$ cat config.mk
export PLATFORM = sky130hd
export DESIGN_NAME = i2c_slave_transmit
export DESIGN_NICKNAME = d
export VERILOG_FILES = /design/src/design/i2c_tx_pkg.sv /design/src/design/i2c_slave_transmit.sv /design/src/design/pin_filter.sv
export SDC_FILE = /design/constraint.sdc
export NUM_CORES = 1
export LEC_CHECK = 0
export ABC_CLOCK_PERIOD_IN_PS = 5450
export BUFFER_PORTS_ARGS = -buffer_cell sky130_fd_sc_hd__buf_4
export CAP_MARGIN = 20
export CORE_ASPECT_RATIO = 1.1
export CORE_MARGIN = 4
export CORE_UTILIZATION = 59
export DETAILED_ROUTE_END_ITERATION = 7
export GPL_TIMING_DRIVEN = 0
export PLACE_DENSITY = 0.94
export SYNTH_ARGS = -nofsm -noshare
export SYNTH_HDL_FRONTEND = slang
export SYNTH_SLANG_ARGS = --single-unit
$ cat constraint.sdc
create_clock -name ref_clk_i -period 5.45 [get_ports ref_clk_i]
set_input_delay 1.09 -clock ref_clk_i [delete_from_list [all_inputs] [get_ports ref_clk_i]]
set_output_delay 1.09 -clock ref_clk_i [all_outputs]
set_load 0.01 [all_outputs]
$ cat src/design/i2c_tx_pkg.sv
// Shared constants and types for the two-wire slave transmit path.
package i2c_tx_pkg;
  localparam int unsigned BYTE_BITS = 8;
  localparam int unsigned ADDR_BITS = 7;
  localparam int unsigned SYNC_STAGES = 3;
  localparam logic [3:0] BIT_CNT_RESET = 4'h0;
  localparam logic [3:0] LAST_BIT = 4'h7;
  localparam logic [3:0] ADDR_DONE = 4'h8;
  localparam logic PIN_IDLE = 1'b1;
  localparam logic [7:0] BYTE_RESET = 8'h00;

  typedef enum logic [2:0] {
    ST_IDLE = 3'b000,
    ST_ADDR = 3'b001,
    ST_ADDR_ACK = 3'b010,
    ST_TX = 3'b011,
    ST_MACK = 3'b100
  } state_type;

  // Software-side strobes and settings, all on the system clock.
  typedef struct packed {
    logic buf_write;
    logic [7:0] buf_wdata;
    logic buf_read;
    logic release_set;
    logic irq_clear;
    logic collision_clear;
    logic start_irq_en;
    logic slave_collision_detect_enable;
  } sw_ctrl_type;

  // Status bits seen by software.
  typedef struct packed {
    logic read_status;
    logic buffer_full_flag;
    logic clock_release_bit;
    logic master_ack_status;
    logic serial_irq_flag;
    logic start_seen;
    logic bus_collision_flag;
    logic addressed;
  } status_type;
endpackage : i2c_tx_pkg

$ cat src/design/i2c_slave_transmit.sv
// Slave read path of a two-wire serial port: address, stretch, shift out.
// Notes on behaviour
// - Matching read address sets read status, buffers address, acknowledges.
// - After read-address acknowledge, clear clock release and hold SCL low.
// - Writing the data buffer also loads the transmit shift register.
// - Setting clock release frees SCL so the master may clock again.
// - Eight data bits change on falling SCL, stable while SCL high.
// - Master acknowledge latched on ninth rising SCL edge into status.
// - A latched not-acknowledge ends the transfer; device waits for start.
// - On not-acknowledge, no stretch, but the interrupt flag still sets.
// - On acknowledge, stretch SCL until release set, whether or not next byte loaded.
// - Interrupt flag rises once per byte on the ninth falling SCL edge.
// - Collision while shifting with detection enabled: flag it, go idle.
// - Start sets start-seen; interrupt flag only if start interrupts enabled.
// - Reading the received address from the buffer clears buffer full.
// - Repeated start or stop leaves the device no longer addressed.
`timescale 1ns/1ps
`default_nettype none
module i2c_slave_transmit
  import i2c_tx_pkg::*;
#(
  parameter logic [ADDR_BITS-1:0] OWN_ADDR = 7'h2a
) (
  // Clock and reset.
  input wire logic ref_clk_i,
  input wire logic rst_n_i,
  // Bus pins, open drain: enable high pulls the line low.
  input wire logic scl_i,
  output logic scl_o,
  output logic scl_oe_o,
  input wire logic sda_i,
  output logic sda_o,
  output logic sda_oe_o,
  // Software side.
  input wire sw_ctrl_type ctrl_i,
  output logic [BYTE_BITS-1:0] serial_data_buffer_o,
  output status_type status_o
);
  logic scl_s, sda_s, scl_p_q, sda_p_q;
  logic scl_rise, scl_fall, start_det, stop_det, collision;
  state_type state_q, state_d;
  logic [3:0] cnt_q, cnt_d;
  logic [BYTE_BITS-1:0] buf_q, buf_d, sr_q, sr_d;
  status_type st_q, st_d;
  logic scl_oe_q, scl_oe_d, sda_oe_q, sda_oe_d, pin_low_q;

  pin_filter #(.RESET_VAL(PIN_IDLE)) u_scl (
    .ref_clk_i(ref_clk_i), .rst_n_i(rst_n_i), .pin_i(scl_i), .level_o(scl_s)
  );
  pin_filter #(.RESET_VAL(PIN_IDLE)) u_sda (
    .ref_clk_i(ref_clk_i), .rst_n_i(rst_n_i), .pin_i(sda_i), .level_o(sda_s)
  );

  assign scl_rise = scl_s & ~scl_p_q;
  assign scl_fall = ~scl_s & scl_p_q;
  assign start_det = scl_s & scl_p_q & sda_p_q & ~sda_s;
  assign stop_det = scl_s & scl_p_q & ~sda_p_q & sda_s;
  // A released one read back as zero means another driver won the line.
  assign collision = (state_q == ST_TX) && scl_rise && sr_q[BYTE_BITS-1]
                     && !sda_s && ctrl_i.slave_collision_detect_enable;

  always_comb begin
    state_d = state_q;
    cnt_d = cnt_q;
    buf_d = buf_q;
    sr_d = sr_q;
    st_d = st_q;
    if (ctrl_i.irq_clear) st_d.serial_irq_flag = 1'b0;
    if (ctrl_i.collision_clear) st_d.bus_collision_flag = 1'b0;
    if (ctrl_i.buf_read) st_d.buffer_full_flag = 1'b0;
    if (ctrl_i.release_set) st_d.clock_release_bit = 1'b1;
    if (ctrl_i.buf_write) begin
      buf_d = ctrl_i.buf_wdata;
      sr_d = ctrl_i.buf_wdata;
    end
    // Hardware sets below come after the clears, so a set wins.
    if (start_det) begin
      state_d = ST_ADDR;
      cnt_d = BIT_CNT_RESET;
      st_d.start_seen = 1'b1;
      st_d.addressed = 1'b0;
      if (ctrl_i.start_irq_en) st_d.serial_irq_flag = 1'b1;
    end else if (stop_det) begin
      state_d = ST_IDLE;
      st_d.addressed = 1'b0;
      st_d.start_seen = 1'b0;
    end else if (collision) begin
      state_d = ST_IDLE;
      st_d.addressed = 1'b0;
      st_d.bus_collision_flag = 1'b1;
    end else begin
      unique case (state_q)
        ST_IDLE: ;
        ST_ADDR: begin
          if (scl_rise && cnt_q != ADDR_DONE) begin
            buf_d = {buf_q[BYTE_BITS-2:0], sda_s};
            cnt_d = cnt_q + 4'h1;
          end else if (scl_fall && cnt_q == ADDR_DONE) begin
            // Only reads are served here; anything else is left alone.
            if (buf_q[BYTE_BITS-1:1] == OWN_ADDR && buf_q[0]) begin
              state_d = ST_ADDR_ACK;
              st_d.read_status = 1'b1;
              st_d.buffer_full_flag = 1'b1;
              st_d.addressed = 1'b1;
            end else begin
              state_d = ST_IDLE;
            end
          end
        end
        ST_ADDR_ACK: begin
          if (scl_fall) begin
            state_d = ST_TX;
            cnt_d = BIT_CNT_RESET;
            st_d.clock_release_bit = 1'b0;
            st_d.serial_irq_flag = 1'b1;
          end
        end
        ST_TX: begin
          if (scl_fall) begin
            sr_d = {sr_q[BYTE_BITS-2:0], 1'b0};
            if (cnt_q == LAST_BIT) state_d = ST_MACK;
            else cnt_d = cnt_q + 4'h1;
          end
        end
        ST_MACK: begin
          if (scl_rise) st_d.master_ack_status = sda_s;
          if (scl_fall) begin
            st_d.serial_irq_flag = 1'b1;
            cnt_d = BIT_CNT_RESET;
            if (st_q.master_ack_status) begin
              state_d = ST_IDLE;
              st_d.addressed = 1'b0;
              st_d.read_status = 1'b0;
            end else begin
              state_d = ST_TX;
              st_d.clock_release_bit = 1'b0;
            end
          end
        end
        default: state_d = ST_IDLE;
      endcase
    end
    // The master is expected to wait while SCL is held.
    scl_oe_d = (state_d == ST_TX) && !st_d.clock_release_bit;
    sda_oe_d = (state_d == ST_ADDR_ACK)
               || ((state_d == ST_TX) && !sr_d[BYTE_BITS-1]);
  end

  always_ff @(posedge ref_clk_i or negedge rst_n_i) begin
    if (!rst_n_i) begin
      state_q <= ST_IDLE;
      cnt_q <= BIT_CNT_RESET;
      buf_q <= BYTE_RESET;
      sr_q <= BYTE_RESET;
      st_q <= '0;
      scl_oe_q <= 1'b0;
      sda_oe_q <= 1'b0;
      pin_low_q <= 1'b0;
      scl_p_q <= PIN_IDLE;
      sda_p_q <= PIN_IDLE;
    end else begin
      state_q <= state_d;
      cnt_q <= cnt_d;
      buf_q <= buf_d;
      sr_q <= sr_d;
      st_q <= st_d;
      scl_oe_q <= scl_oe_d;
      sda_oe_q <= sda_oe_d;
      pin_low_q <= 1'b0;
      scl_p_q <= scl_s;
      sda_p_q <= sda_s;
    end
  end

  assign scl_o = pin_low_q;
  assign sda_o = pin_low_q;
  assign scl_oe_o = scl_oe_q;
  assign sda_oe_o = sda_oe_q;
  assign serial_data_buffer_o = buf_q;
  assign status_o = st_q;
endmodule : i2c_slave_transmit
`default_nettype wire

$ cat src/design/pin_filter.sv
// Three-stage synchroniser with agreement filter for pin inputs.
`timescale 1ns/1ps
`default_nettype none
module pin_filter #(
  parameter logic RESET_VAL = 1'b1
) (
  input wire logic ref_clk_i,
  input wire logic rst_n_i,
  input wire logic pin_i,
  output logic level_o
);
  logic s1_q, s2_q, s3_q, level_q, level_d;

  // A new level counts only once stages two and three agree.
  always_comb begin
    level_d = (s2_q == s3_q) ? s3_q : level_q;
  end

  always_ff @(posedge ref_clk_i or negedge rst_n_i) begin
    if (!rst_n_i) begin
      s1_q <= RESET_VAL;
      s2_q <= RESET_VAL;
      s3_q <= RESET_VAL;
      level_q <= RESET_VAL;
    end else begin
      s1_q <= pin_i;
      s2_q <= s1_q;
      s3_q <= s2_q;
      level_q <= level_d;
    end
  end

  assign level_o = level_q;
endmodule : pin_filter
`default_nettype wire

* Word-level counts from Yosys, hierarchy flattened *
Index checks and enable logic that the tools add are counted.

storage, ports and cells
  output and inout bits = 20
  input bits = 19
  word-level logic and storage cells = 157
  register bits after elaboration = 43

cells by class
  multiplexer cells = 67
  add/sub/neg operators = 1
  bitwise logic cells = 14
  eq/ne operators = 28
  reduce and logical (&&, ||, !) cells = 23

operator list
  operator             number
  $mux 8               12
  $mux 4               9
  $mux 3               10
  $mux 1               25
  $ne 5x5->1 const B   5
  $pmux 3 s5           1
  $ne 2x2->1 const B   7
  $eq 3x2->1 const B   4
  $mux 2               6
  $pmux 4 s3           1
  $logic_and 1x1->1    9
  $ne 3x3->1 const B   3
  $reduce_and 9->1     1
  $and 1x1->1          7
  $eq 7x6->1 const B   1
  $not 1->1            7
  $reduce_and 7->1     1
  $pmux 1 s2           3
  $reduce_and 6->1     1
  $reduce_and 5->1     1
  $reduce_bool 5->1    1
  $add 4x1->4 const B  1
  $eq 4x3->1 const B   1
  $eq 4x4->1 const B   1
  other kinds (11)     15

* Depth between registers and ports, before layout *
Gate-level depths: netlist (run 1).

  depth after elaboration = 12
  gate-level depth with buffers = 7

* Hierarchy *
Synthesis (run 1) repeated with hierarchy kept, for this count alone.

unflattened totals
  cell total of the unflattened synthesis = 194
  area total of the unflattened synthesis = 2063.2 µm²

by module, submodules not included
  module              sequential area each (µm²)  area an instance (µm²)  instances  cells each
  i2c_slave_transmit  878.3                       1830.5                  1          184
  pin_filter          105.1                       116.4                   2          5

* Worst setup path before layout (run 1) *
No wires, ideal clock.

  path type = input to register
  start = input port ctrl_i[14] (netlist name)
  end = register buf_q[0] (netlist: serial_data_buffer_o[0])
  stages on the path = 4
  setup time = 0.137 ns
  arrival = 1.981 ns
  setup slack = 3.332 ns
  cells stage by stage = clkbuf_1 -> buf_2 -> mux2i_1 -> a21oi_1

on the way
  longest elaborated chain between the ends = 6

ends and longest elaborated chain
  item                  line                       RTL
  from (decl)           i2c_slave_transmit.sv:35   input wire sw_ctrl_type ctrl_i,
  $mux 8 (*)            i2c_slave_transmit.sv:72   if (ctrl_i.buf_write) begin
  $mux 8                i2c_slave_transmit.sv:95   if (scl_rise && cnt_q != ADDR_DONE) begin
  $mux 8                i2c_slave_transmit.sv:92   unique case (state_q)
  $mux 8                i2c_slave_transmit.sv:87   end else if (collision) begin
  $mux 8                i2c_slave_transmit.sv:83   end else if (stop_det) begin
  $mux 8 (*)            i2c_slave_transmit.sv:77   if (start_det) begin
  named net buf_d[0]    i2c_slave_transmit.sv:43   logic [BYTE_BITS-1:0] buf_q, buf_d, sr_q, sr_d;
  to (signal assigned)  i2c_slave_transmit.sv:164  buf_q <= buf_d;
  to (decl)             i2c_slave_transmit.sv:43

Mark *: on every way through the listed nets, which the timed path passes. The rest lies on a longest branch.
A chain may end at the register's enable or synchronous reset.

* Worst setup path after layout (run 1) *
  start = register buf_q[5] (netlist: serial_data_buffer_o[5])
  end = output port serial_data_buffer_o[5]

RTL lines
  item       line                      RTL
  to (decl)  i2c_slave_transmit.sv:36  output logic [BYTE_BITS-1:0] serial_data_buffer_o,

No word-level cell between the ends.

==> results of run 1 <==
[registers in the layout (all words and copies together) (netlist names), 3 cells and up]
name,cells
state_q,3
serial_data_buffer_o,8
status_o,8
cnt_q,4
sr_q,8
[worst min-delay path by stage]
stage	endpoint	depth (start not counted)	from	slack (ps)
final	u_scl.s2_q	0	u_scl.s1_q	360
after floorplan	u_scl.s2_q	0	u_scl.s1_q	350
after detailed placement	u_scl.s2_q	0	u_scl.s1_q	350
after global routing	u_scl.s2_q	0	u_scl.s1_q	370
after CTS	u_scl.s2_q	0	u_scl.s1_q	360
after global placement	u_scl.s2_q	0	u_scl.s1_q	350
[area by class of cell]
| class | instances | area [um^2] | share of cell area, % |
|---|---|---|---|
| buffer | 11 | 66.31 | 2.700 |
| clock inverter | 1 | 5.005 | 0.2038 |
| timing repair buffer | 35 | 262.8 | 10.70 |
| clock buffer | 7 | 55.05 | 2.241 |
| sequential | 43 | 1089 | 44.32 |
| multi-input combinational | 130 | 892.1 | 36.32 |
| inverter | 7 | 26.28 | 1.070 |
| tap | 48 | 60.06 | 2.445 |
[kinds of logic after synthesis]
logic type      count (synthesis)  synth area share [%]
other cells                     1                0.1812
mux                            17                 8.283
xor+xnor                        1                0.4233
simple gates                   64                 18.62
flops                          43                 52.60
fa+ha+maj                       4                 2.176
buf+inv                        18                 4.474
compound gates                 42                 13.24
[synth_stat cells, drive strengths merged]
cell type	instances
nand4b	2
nor4bb	2
nand4	1
o22ai	3
conb	1
nand3	7
clkbuf	4
a21o	1
nand2	17
o2111ai	1
dfstp	10
o31ai	1
inv	7
o211ai	1
nand2b	4
a21boi	1
nor4b	1
nand3b	3
a31oi	1
nor2b	3
a211oi	2
xor2	1
nor2	13
ha	2
maj3	2
mux2i	16
or3b	1
a21oi	12
dfrtp	33
buf	7
mux2	1
nor3	1
and3	1
and4bb	1
o21ai	13
or2b	1
and4b	2
o21a	5
or2	1
nor3b	3
a211o	1
[metrics by stage]
| stage | total power (W) | std cells | hold WS, ps | util [%] |
|---|---|---|---|---|
| floorplan | 0.0005960 | 191 | 345.2 | - |
| global placement | 0.0006849 | 274 | 345.5 | 71.35 |
| detailed placement | 0.0006970 | 274 | 347.2 | 71.35 |
| CTS | 0.0008583 | 282 | 364.5 | 73.14 |
| global route | 0.0009122 | 282 | 373.5 | 73.14 |
| finish | 0.0008516 | 282 | 362.5 | 73.14 |
[metal layers]
metal / share of wire [%] / up-vias / GRT usage, %
met2: 50 / 44 / 32.68
li1: - / 754 / -
met5: 0 / - / 0
met1: 43 / 718 / 24.87
met3: 5.7 / 6 / 5.788
met4: 1.0 / 0 / 5.399
[power groups by stage]
stage | Clock [W] | Combinational, W | Sequential (W)
floorplan | 0 | 0.000162 | 0.000434
detailed placement | 0 | 0.000263 | 0.000434
CTS | 0.000167 | 0.000263 | 0.000428
global route | 0.000182 | 0.000292 | 0.000438
finish | 0.000161 | 0.000262 | 0.000428
global placement | 0 | 0.000253 | 0.000431
==> metrics.cfg, run 1 <==
[detailed_routing]
wl_um = 4033
drt_iter0_drc = 113
vias = 1522
ant_nets = 0
first_pass_iters = 4
post_drt_wl_per_cell_um = 14.30
via_per_inst = 5.397
post-route-drc-count = 0

[clock_network]
cts_num_sinks = 43
clk_pin_slew_ps = 120
ctsResizeCount = 0
cts_tree = yes
post_cts_buffers = 0
htree_levels = 2
cts-buffers-inserted = 5
cts.hold.buffers_added = 0
cts.path.max_buffers = 2
cts-root-buf = clkbuf_4
insertion_delay_ps = 350

[floorplanning]
die_w_um = 64.47
core_mm2 = 0.003358
start_util_pct = 61.62
io_pins = 39
die_h_um = 70.12
rows = 22
dieArea_mm2 = 0.004520

[critical_path]
reg2reg_from = u_scl.level_o
slowest_delay_ps = 440
reg2reg_depth = 6
startpoint = serial_data_buffer_o[5]
crit_path_end_kind = output pin
crit_family = flip-flops
path_cells = buf_4
critPathLaunchType = register
path_depth = 1
cp_num_buf_inv = 1
crit_end = serial_data_buffer_o[5]
cp_max_fo = 4
critPathKind = reg2out
required_ps = 4360
reg2reg_slack_ps = 3480
r2r-end = cnt_q[3]
slowest_stage = dfrtp_1
cp.arrival_ps = 960

[placed_design]
preCtsSetupSlack_ps = 3147
place.gp.congestion = 0.8338
dpl-instance-area_mm2 = 0.002396
dp_hpwl_um = 2999
port_buffers = 35

[sta]
hold_viol_final = 0
finalClockSkew_ps = 14.07
post-route-min-period_ps = 2049
rsz0062_at_grt = false
finalSetupViolCount = 0
tightest_slew_ps = 524.5
slew_headroom_pct = 65.03
setup_tns_ps = 0
fmax_mhz = 488.0
finalCritPeriodShare_pct = 37.60
fin_ws_ps = 3401
drv_slew = 0

[pwr]
p_clk_share_pct = 18.9
pwr-share-seq_pct = 50.3
switching_share_pct = 33.18
p_int_w = 0.0005691
power-per-cell-area_mw_per_mm2 = 346.7
p_leak_nw = 1.113
p_comb_share_pct = 30.8
netSwitchingPower_w = 0.0002825
ir_drop_v = 0.0002087

[final_layout]
fillCellCount = 270
fin_nets = 254
antenna_cells = 0
final_cell_mix = 39 x buf_4, 33 x dfrtp_1, 17 x nand2_1
design_area_mm2 = 0.002456
syn_to_final_growth_pct = 18.68
drive_gt1_share_pct = 29.91
mostFrequentLayoutCell = buf_4

[global_routing]
grt_max_degree = 44
grt_pass1_vias = 1547
track_usage_pct = 19.67
grt-ovfl-total = 0
grt_pass1_wl_um = 6955
antenna_found_initial = 0

[synthesis]
synth_area_mm2 = 0.002069
post-synth-top-area-fraction_pct = 39.90
syn_inst = 190
synth.distinct_cells = 47
avgSynthCellArea_um2 = 10.89
synth_warnings = 0
ys_seq_area_share_pct = 52.60
synth.largest_area_cell = dfrtp_1
synth-seq-cells = 43
yosys-top-cells-area = dfrtp_1 40%, dfstp_2 13%, mux2i_1 7.7%, nand2_1 3.1%, a21oi_1 2.9%

[job]
max-cap-violations = 0

[outcome]
outcome = completed

[hold_path]
worst_hold_path_type = reg2reg

Note: power is estimated with default switching activity, not from simulation.
==> inputs of run 2 (changes only) <==
--- a/config.mk
+++ b/config.mk
@@ -5,15 +5,15 @@
 export SDC_FILE = /design/constraint.sdc
 export NUM_CORES = 1
 export LEC_CHECK = 0
-export ABC_CLOCK_PERIOD_IN_PS = 5450
+export ABC_CLOCK_PERIOD_IN_PS = 2110
 export BUFFER_PORTS_ARGS = -buffer_cell sky130_fd_sc_hd__buf_4
 export CAP_MARGIN = 20
 export CORE_ASPECT_RATIO = 1.1
 export CORE_MARGIN = 4
-export CORE_UTILIZATION = 59
+export CORE_UTILIZATION = 54
 export DETAILED_ROUTE_END_ITERATION = 7
 export GPL_TIMING_DRIVEN = 0
-export PLACE_DENSITY = 0.94
+export PLACE_DENSITY = 0.88
 export SYNTH_ARGS = -nofsm -noshare
 export SYNTH_HDL_FRONTEND = slang
 export SYNTH_SLANG_ARGS = --single-unit
==> constraint.sdc (replaced) <==
create_clock -name ref_clk_i -period 2.11 [get_ports ref_clk_i]
set_input_delay 0.422 -clock ref_clk_i [delete_from_list [all_inputs] [get_ports ref_clk_i]]
set_output_delay 0.422 -clock ref_clk_i [all_outputs]
set_load 0.01 [all_outputs]
==> run 2 against run 1 <==
Critical path depth increased by 5. Via count is 1.1% higher. Register-to-register slack got worse by 3300 ps. Sequential power grew to 2.6 times the previous value. Hold slack lost 260 ps. Worst setup slack got worse by 3200 ps. Die area grew 8.1%. Critical endpoint is now cnt_q[3].
==> metrics.cfg, run 2 (synthesis results as in run 1) <==
[outcome]
outcome = completed

[clock_network]
ctsResizeCount = 0
cts_num_sinks = 43
htree_levels = 2
cts.hold.buffers_added = 0
post_cts_buffers = 0
cts-root-buf = clkbuf_8
cts_tree = yes
cts-buffers-inserted = 5
insertion_delay_ps = 290
clk_pin_slew_ps = 70
cts.path.max_buffers = 2

[critical_path]
critPathLaunchType = register
cp.arrival_ps = 2180
crit_path_end_kind = register
required_ps = 2340
cp_max_fo = 9
critPathKind = reg2reg
reg2reg_depth = 6
reg2reg_slack_ps = 160

[floorplanning]
die_h_um = 72.93
core_mm2 = 0.003684
dieArea_mm2 = 0.004888
io_pins = 39
start_util_pct = 56.18
die_w_um = 67.03
rows = 23

[global_routing]
antenna_found_initial = 0
grt-ovfl-total = 0
grt_pass1_wl_um = 6927
track_usage_pct = 18.71
grt_max_degree = 44
grt_pass1_vias = 1548

[hold_path]
worst_hold_path_type = in2async

[detailed_routing]
via_per_inst = 5.415
ant_nets = 0
vias = 1538
wl_um = 4089
first_pass_iters = 4
post-route-drc-count = 0
drt_iter0_drc = 104
post_drt_wl_per_cell_um = 14.40

[sta]
setup_tns_ps = 0
rsz0062_at_grt = false
slew_headroom_pct = 64.59
finalCritPeriodShare_pct = 92.40
hold_viol_final = 0
tightest_slew_ps = 531.2
fmax_mhz = 512.9
post-route-min-period_ps = 1950
drv_slew = 0
finalSetupViolCount = 0
finalClockSkew_ps = 7.065

[final_layout]
antenna_cells = 0
fillCellCount = 301
fin_nets = 254
drive_gt1_share_pct = 29.91
syn_to_final_growth_pct = 22.31
instances_no_fill = 284
mostFrequentLayoutCell = buf_4
final_cell_mix = 39 x buf_4, 33 x dfrtp_1, 17 x nand2_1

[placed_design]
place.gp.congestion = 0.8603
port_buffers = 35
dp_hpwl_um = 3000
place_inst = 276

[pwr]
power-per-cell-area_mw_per_mm2 = 996.1
ir_drop_v = 0.0005873
p_leak_nw = 1.143

[job]
max-cap-violations = 0

## run 2: cell count changes in the layout (fill, tap and decap cells not counted)
cell and change:
bufinv_16 +2, clkbuf_4 -5, clkbuf_8 +4, clkinv_2 -1
## run 2: report_power, final
part / internal [W] / total (W) / switching (W)
Combinational: 0.000330 / 0.000676 / 0.000346
Clock: 0.000473 / 0.000737 / 0.000264
Sequential: 0.000978 / 0.00111 / 0.000130
Total: 0.00178 / 0.00252 / 0.000740
## run 2: path summary, 6_finish.rpt
path	from	end
min in group ref_clk_i	sda_i	u_sda.s1_q
worst min register to register	u_scl.s1_q	u_scl.s2_q
worst min-delay path	rst_n_i	cnt_q[0]
worst max register to register	u_scl.level_o	cnt_q[3]
max in group asynchronous	rst_n_i	u_scl.level_o
worst max-delay path	u_scl.level_o	cnt_q[3]
## run 2: cell type report
cell class                      instances  area [um^2]  area share (%)
Tap cell                               50        62.56           2.472
Buffer                                 11        66.31           2.620
Sequential cell                        43         1089           43.01
Clock inverter                          2        60.06           2.373
Multi-Input combinational cell        130        892.1           35.24
Timing Repair Buffer                   35        262.8           10.38
Inverter                                7        26.28           1.038
Clock buffer                            6        72.57           2.867
## run 2: metal layers
| layer | vias up | global-route usage (%) | share of wire (%) |
|---|---|---|---|
| met5 | - | 0 | 0 |
| met3 | 6 | 4.931 | 5.9 |
| met1 | 739 | 23.10 | 44 |
| met2 | 42 | 30.79 | 49 |
| li1 | 751 | - | - |
| met4 | 0 | 7.883 | 1.0 |
## run 2: critical path: stages, from the launching register on
cell and delay, ps:
dfstp_2 530, buf_4 140, nor2b_1 290, nand2_1 150
a211oi_4 380, nor4b_2 270, o21a_1 130
## run 2: metrics by stage
stage,area [um^2],power (W),utilization (%),hold slack (ps),worst slack [ps]
after detailed placement,2399,0.001800,65.12,347.6,159.3
after floorplan,2073,0.001540,-,126.4,394.2
after global placement,2399,0.001771,65.12,345.5,205.1
after CTS,2531,0.002549,68.72,120.9,139.2
after global routing,2531,0.002670,68.72,135.3,40.87
final,2531,0.002521,68.72,104.8,160.4
==> inputs of run 3 (changes only) <==
--- a/config.mk
+++ b/config.mk
@@ -6,12 +6,12 @@
 export NUM_CORES = 1
 export LEC_CHECK = 0
 export ABC_CLOCK_PERIOD_IN_PS = 2110
-export BUFFER_PORTS_ARGS = -buffer_cell sky130_fd_sc_hd__buf_4
 export CAP_MARGIN = 20
 export CORE_ASPECT_RATIO = 1.1
 export CORE_MARGIN = 4
-export CORE_UTILIZATION = 54
+export CORE_UTILIZATION = 62
 export DETAILED_ROUTE_END_ITERATION = 7
+export DONT_BUFFER_PORTS = 1
 export GPL_TIMING_DRIVEN = 0
 export PLACE_DENSITY = 0.88
 export SYNTH_ARGS = -nofsm -noshare
==> run 3 against run 2 <==
Sequential power up 4%. Die area shrank 11%. Fmax up 0.51%. Global-route usage increased by 2.3 points. Critical path depth is the same. Worst setup slack improved by 9.9 ps. Via count down 5.8%. Flip-flop and latch count is the same. Register-to-register slack is essentially flat. Count of clock-buffer cells in the layout is 1 higher. Routed wire length is 1.3% lower. Clock power fell by 49%. Largest cell class unchanged.
==> metrics.cfg, run 3 (synthesis results as in run 1) <==
[critical_path]
crit_path_end_kind = register
crit_family = simple AND/OR/NAND/NOR gates
cp.arrival_ps = 2240
critPathKind = reg2reg
path_cells = buf_4, nor2b_1, nand3_1, and3_1, o21ai_1, o21a_1
slowest_stage = dfstp_2
slowest_delay_ps = 550
reg2reg_from = u_scl.level_o
cp_num_buf_inv = 1
cp_max_fo = 9
critPathLaunchType = register
required_ps = 2410
reg2reg_depth = 6
r2r-end = sda_oe_o
reg2reg_slack_ps = 170

[placed_design]
place_inst = 225
dp_hpwl_um = 2922
port_buffers = 0
place.gp.congestion = 0.8835

[pwr]
p_leak_nw = 0.9488
netSwitchingPower_w = 0.0007072
p_clk_share_pct = 18.3
pwr-share-seq_pct = 55.9
switching_share_pct = 34.47
p_comb_share_pct = 25.7
p_int_w = 0.001345
ir_drop_v = 0.0005908
power-per-cell-area_mw_per_mm2 = 934.5

[hold_path]
worst_hold_path_type = in2reg
hold_depth = 0
min_to = u_sda.s1_q
min_from = sda_i

[global_routing]
track_usage_pct = 21.01
grt_pass1_vias = 1472
grt_max_degree = 44
antenna_found_initial = 0
grt-ovfl-total = 0
grt_pass1_wl_um = 6879

[clock_network]
cts.path.max_buffers = 2
cts_tree = yes
cts_num_sinks = 43
insertion_delay_ps = 340
htree_levels = 2
clk_pin_slew_ps = 120
cts-buffers-inserted = 5
cts-root-buf = clkbuf_4

[sta]
rsz0062_at_grt = false
setup_tns_ps = 0
hold_viol_final = 0
finalCritPeriodShare_pct = 91.93
fmax_mhz = 515.5
finalClockSkew_ps = 17.70
finalSetupViolCount = 0
post-route-min-period_ps = 1940
drv_slew = 0

[detailed_routing]
post-route-drc-count = 0
drt_iter0_drc = 107
wl_um = 4036
via_per_inst = 6.166
vias = 1449
post_drt_wl_per_cell_um = 17.17
first_pass_iters = 4
ant_nets = 0

[floorplanning]
die_h_um = 68.60
rows = 21
start_util_pct = 66.19
io_pins = 39
core_mm2 = 0.003127
dieArea_mm2 = 0.004327
die_w_um = 63.09

[job]
max-cap-violations = 0

[final_layout]
instances_no_fill = 235
antenna_cells = 0
final_cell_mix = 33 x dfrtp_1, 17 x nand2_1, 16 x mux2i_1
mostFrequentLayoutCell = dfrtp_1
fillCellCount = 237
fin_nets = 221
drive_gt1_share_pct = 17.41
syn_to_final_growth_pct = 6.107

[outcome]
outcome = completed

-- run 3: cell count changes in the layout (fill, tap and decap cells not counted), sizes merged --
cell         delta
dlygate4sd3     +1
bufinv          -2
clkbuf          +1
buf            -34
clkinv          +1
-- run 3: worst max path at each step --
stage                   from        to  slack [ps]  depth (start not counted)
2_1_floorplan  u_scl.level_o  cnt_q[3]         390                          6
5_1_grt        u_scl.level_o  cnt_q[3]          30                          6
3_5_place_dp   u_scl.level_o  cnt_q[3]         200                          6
6_report       u_scl.level_o  sda_oe_o         170                          6
3_3_place_gp   u_scl.level_o  cnt_q[3]         240                          6
4_1_cts        u_scl.level_o  cnt_q[3]         160                          6
-- run 3: final cells by class --
class	instances	area [um^2]	share of cell area [%]
Sequential cell	43	1089	49.57
Timing Repair Buffer	2	30.03	1.368
Clock buffer	7	45.04	2.051
Buffer	11	66.31	3.020
Inverter	7	26.28	1.197
Tap cell	34	42.54	1.937
Multi-Input combinational cell	130	892.1	40.63
Clock inverter	1	5.005	0.2279
-- run 3: worst register-to-register path: stages, from the launching register on --
cell and delay [ps]:
dfstp_2 550, buf_4 140, nor2b_1 290, nand3_1 230, and3_1 230, o21ai_1 290
o21a_1 180
-- run 3: power by group through the flow --
stage | Clock [W] | Sequential (W) | Combinational [W]
global placement | 0 | 0.00116 | 0.000477
floorplan | 0 | 0.00112 | 0.000419
global route | 0.000433 | 0.00117 | 0.000596
finish | 0.000376 | 0.00115 | 0.000528
detailed placement | 0 | 0.00116 | 0.000501
CTS | 0.000391 | 0.00115 | 0.000528
-- run 3: layer usage --
layer / routed length [um] / vias to the layer above / global-route usage [%]
met1: 1661 / 700 / 24.73
met4: 67 / 0 / 9.917
li1: - / 684 / -
met5: 0 / - / 0
met3: 275 / 8 / 7.293
met2: 2032 / 57 / 35.05
-- run 3: what timing repair did --
item                      in CTS  in global routing
hold buffers                   2                  0
setup buffers                  0                  0
hold endpoints to repair      43                  0
resized for setup              0                  0
-- run 3: stage by stage --
stage               total power, W  setup WS, ps  hold slack (ps)  instance area, um^2  util [%]
floorplan                 0.001540         394.2            126.4                 2073         -
global placement          0.001633         236.0            127.5                 2116     67.67
detailed placement        0.001664         195.1            127.6                 2116     67.67
CTS                       0.002066         165.0            47.56                 2196     70.23
global route              0.002203         33.28            30.73                 2196     70.23
finish                    0.002052         170.3            76.67                 2196     70.23
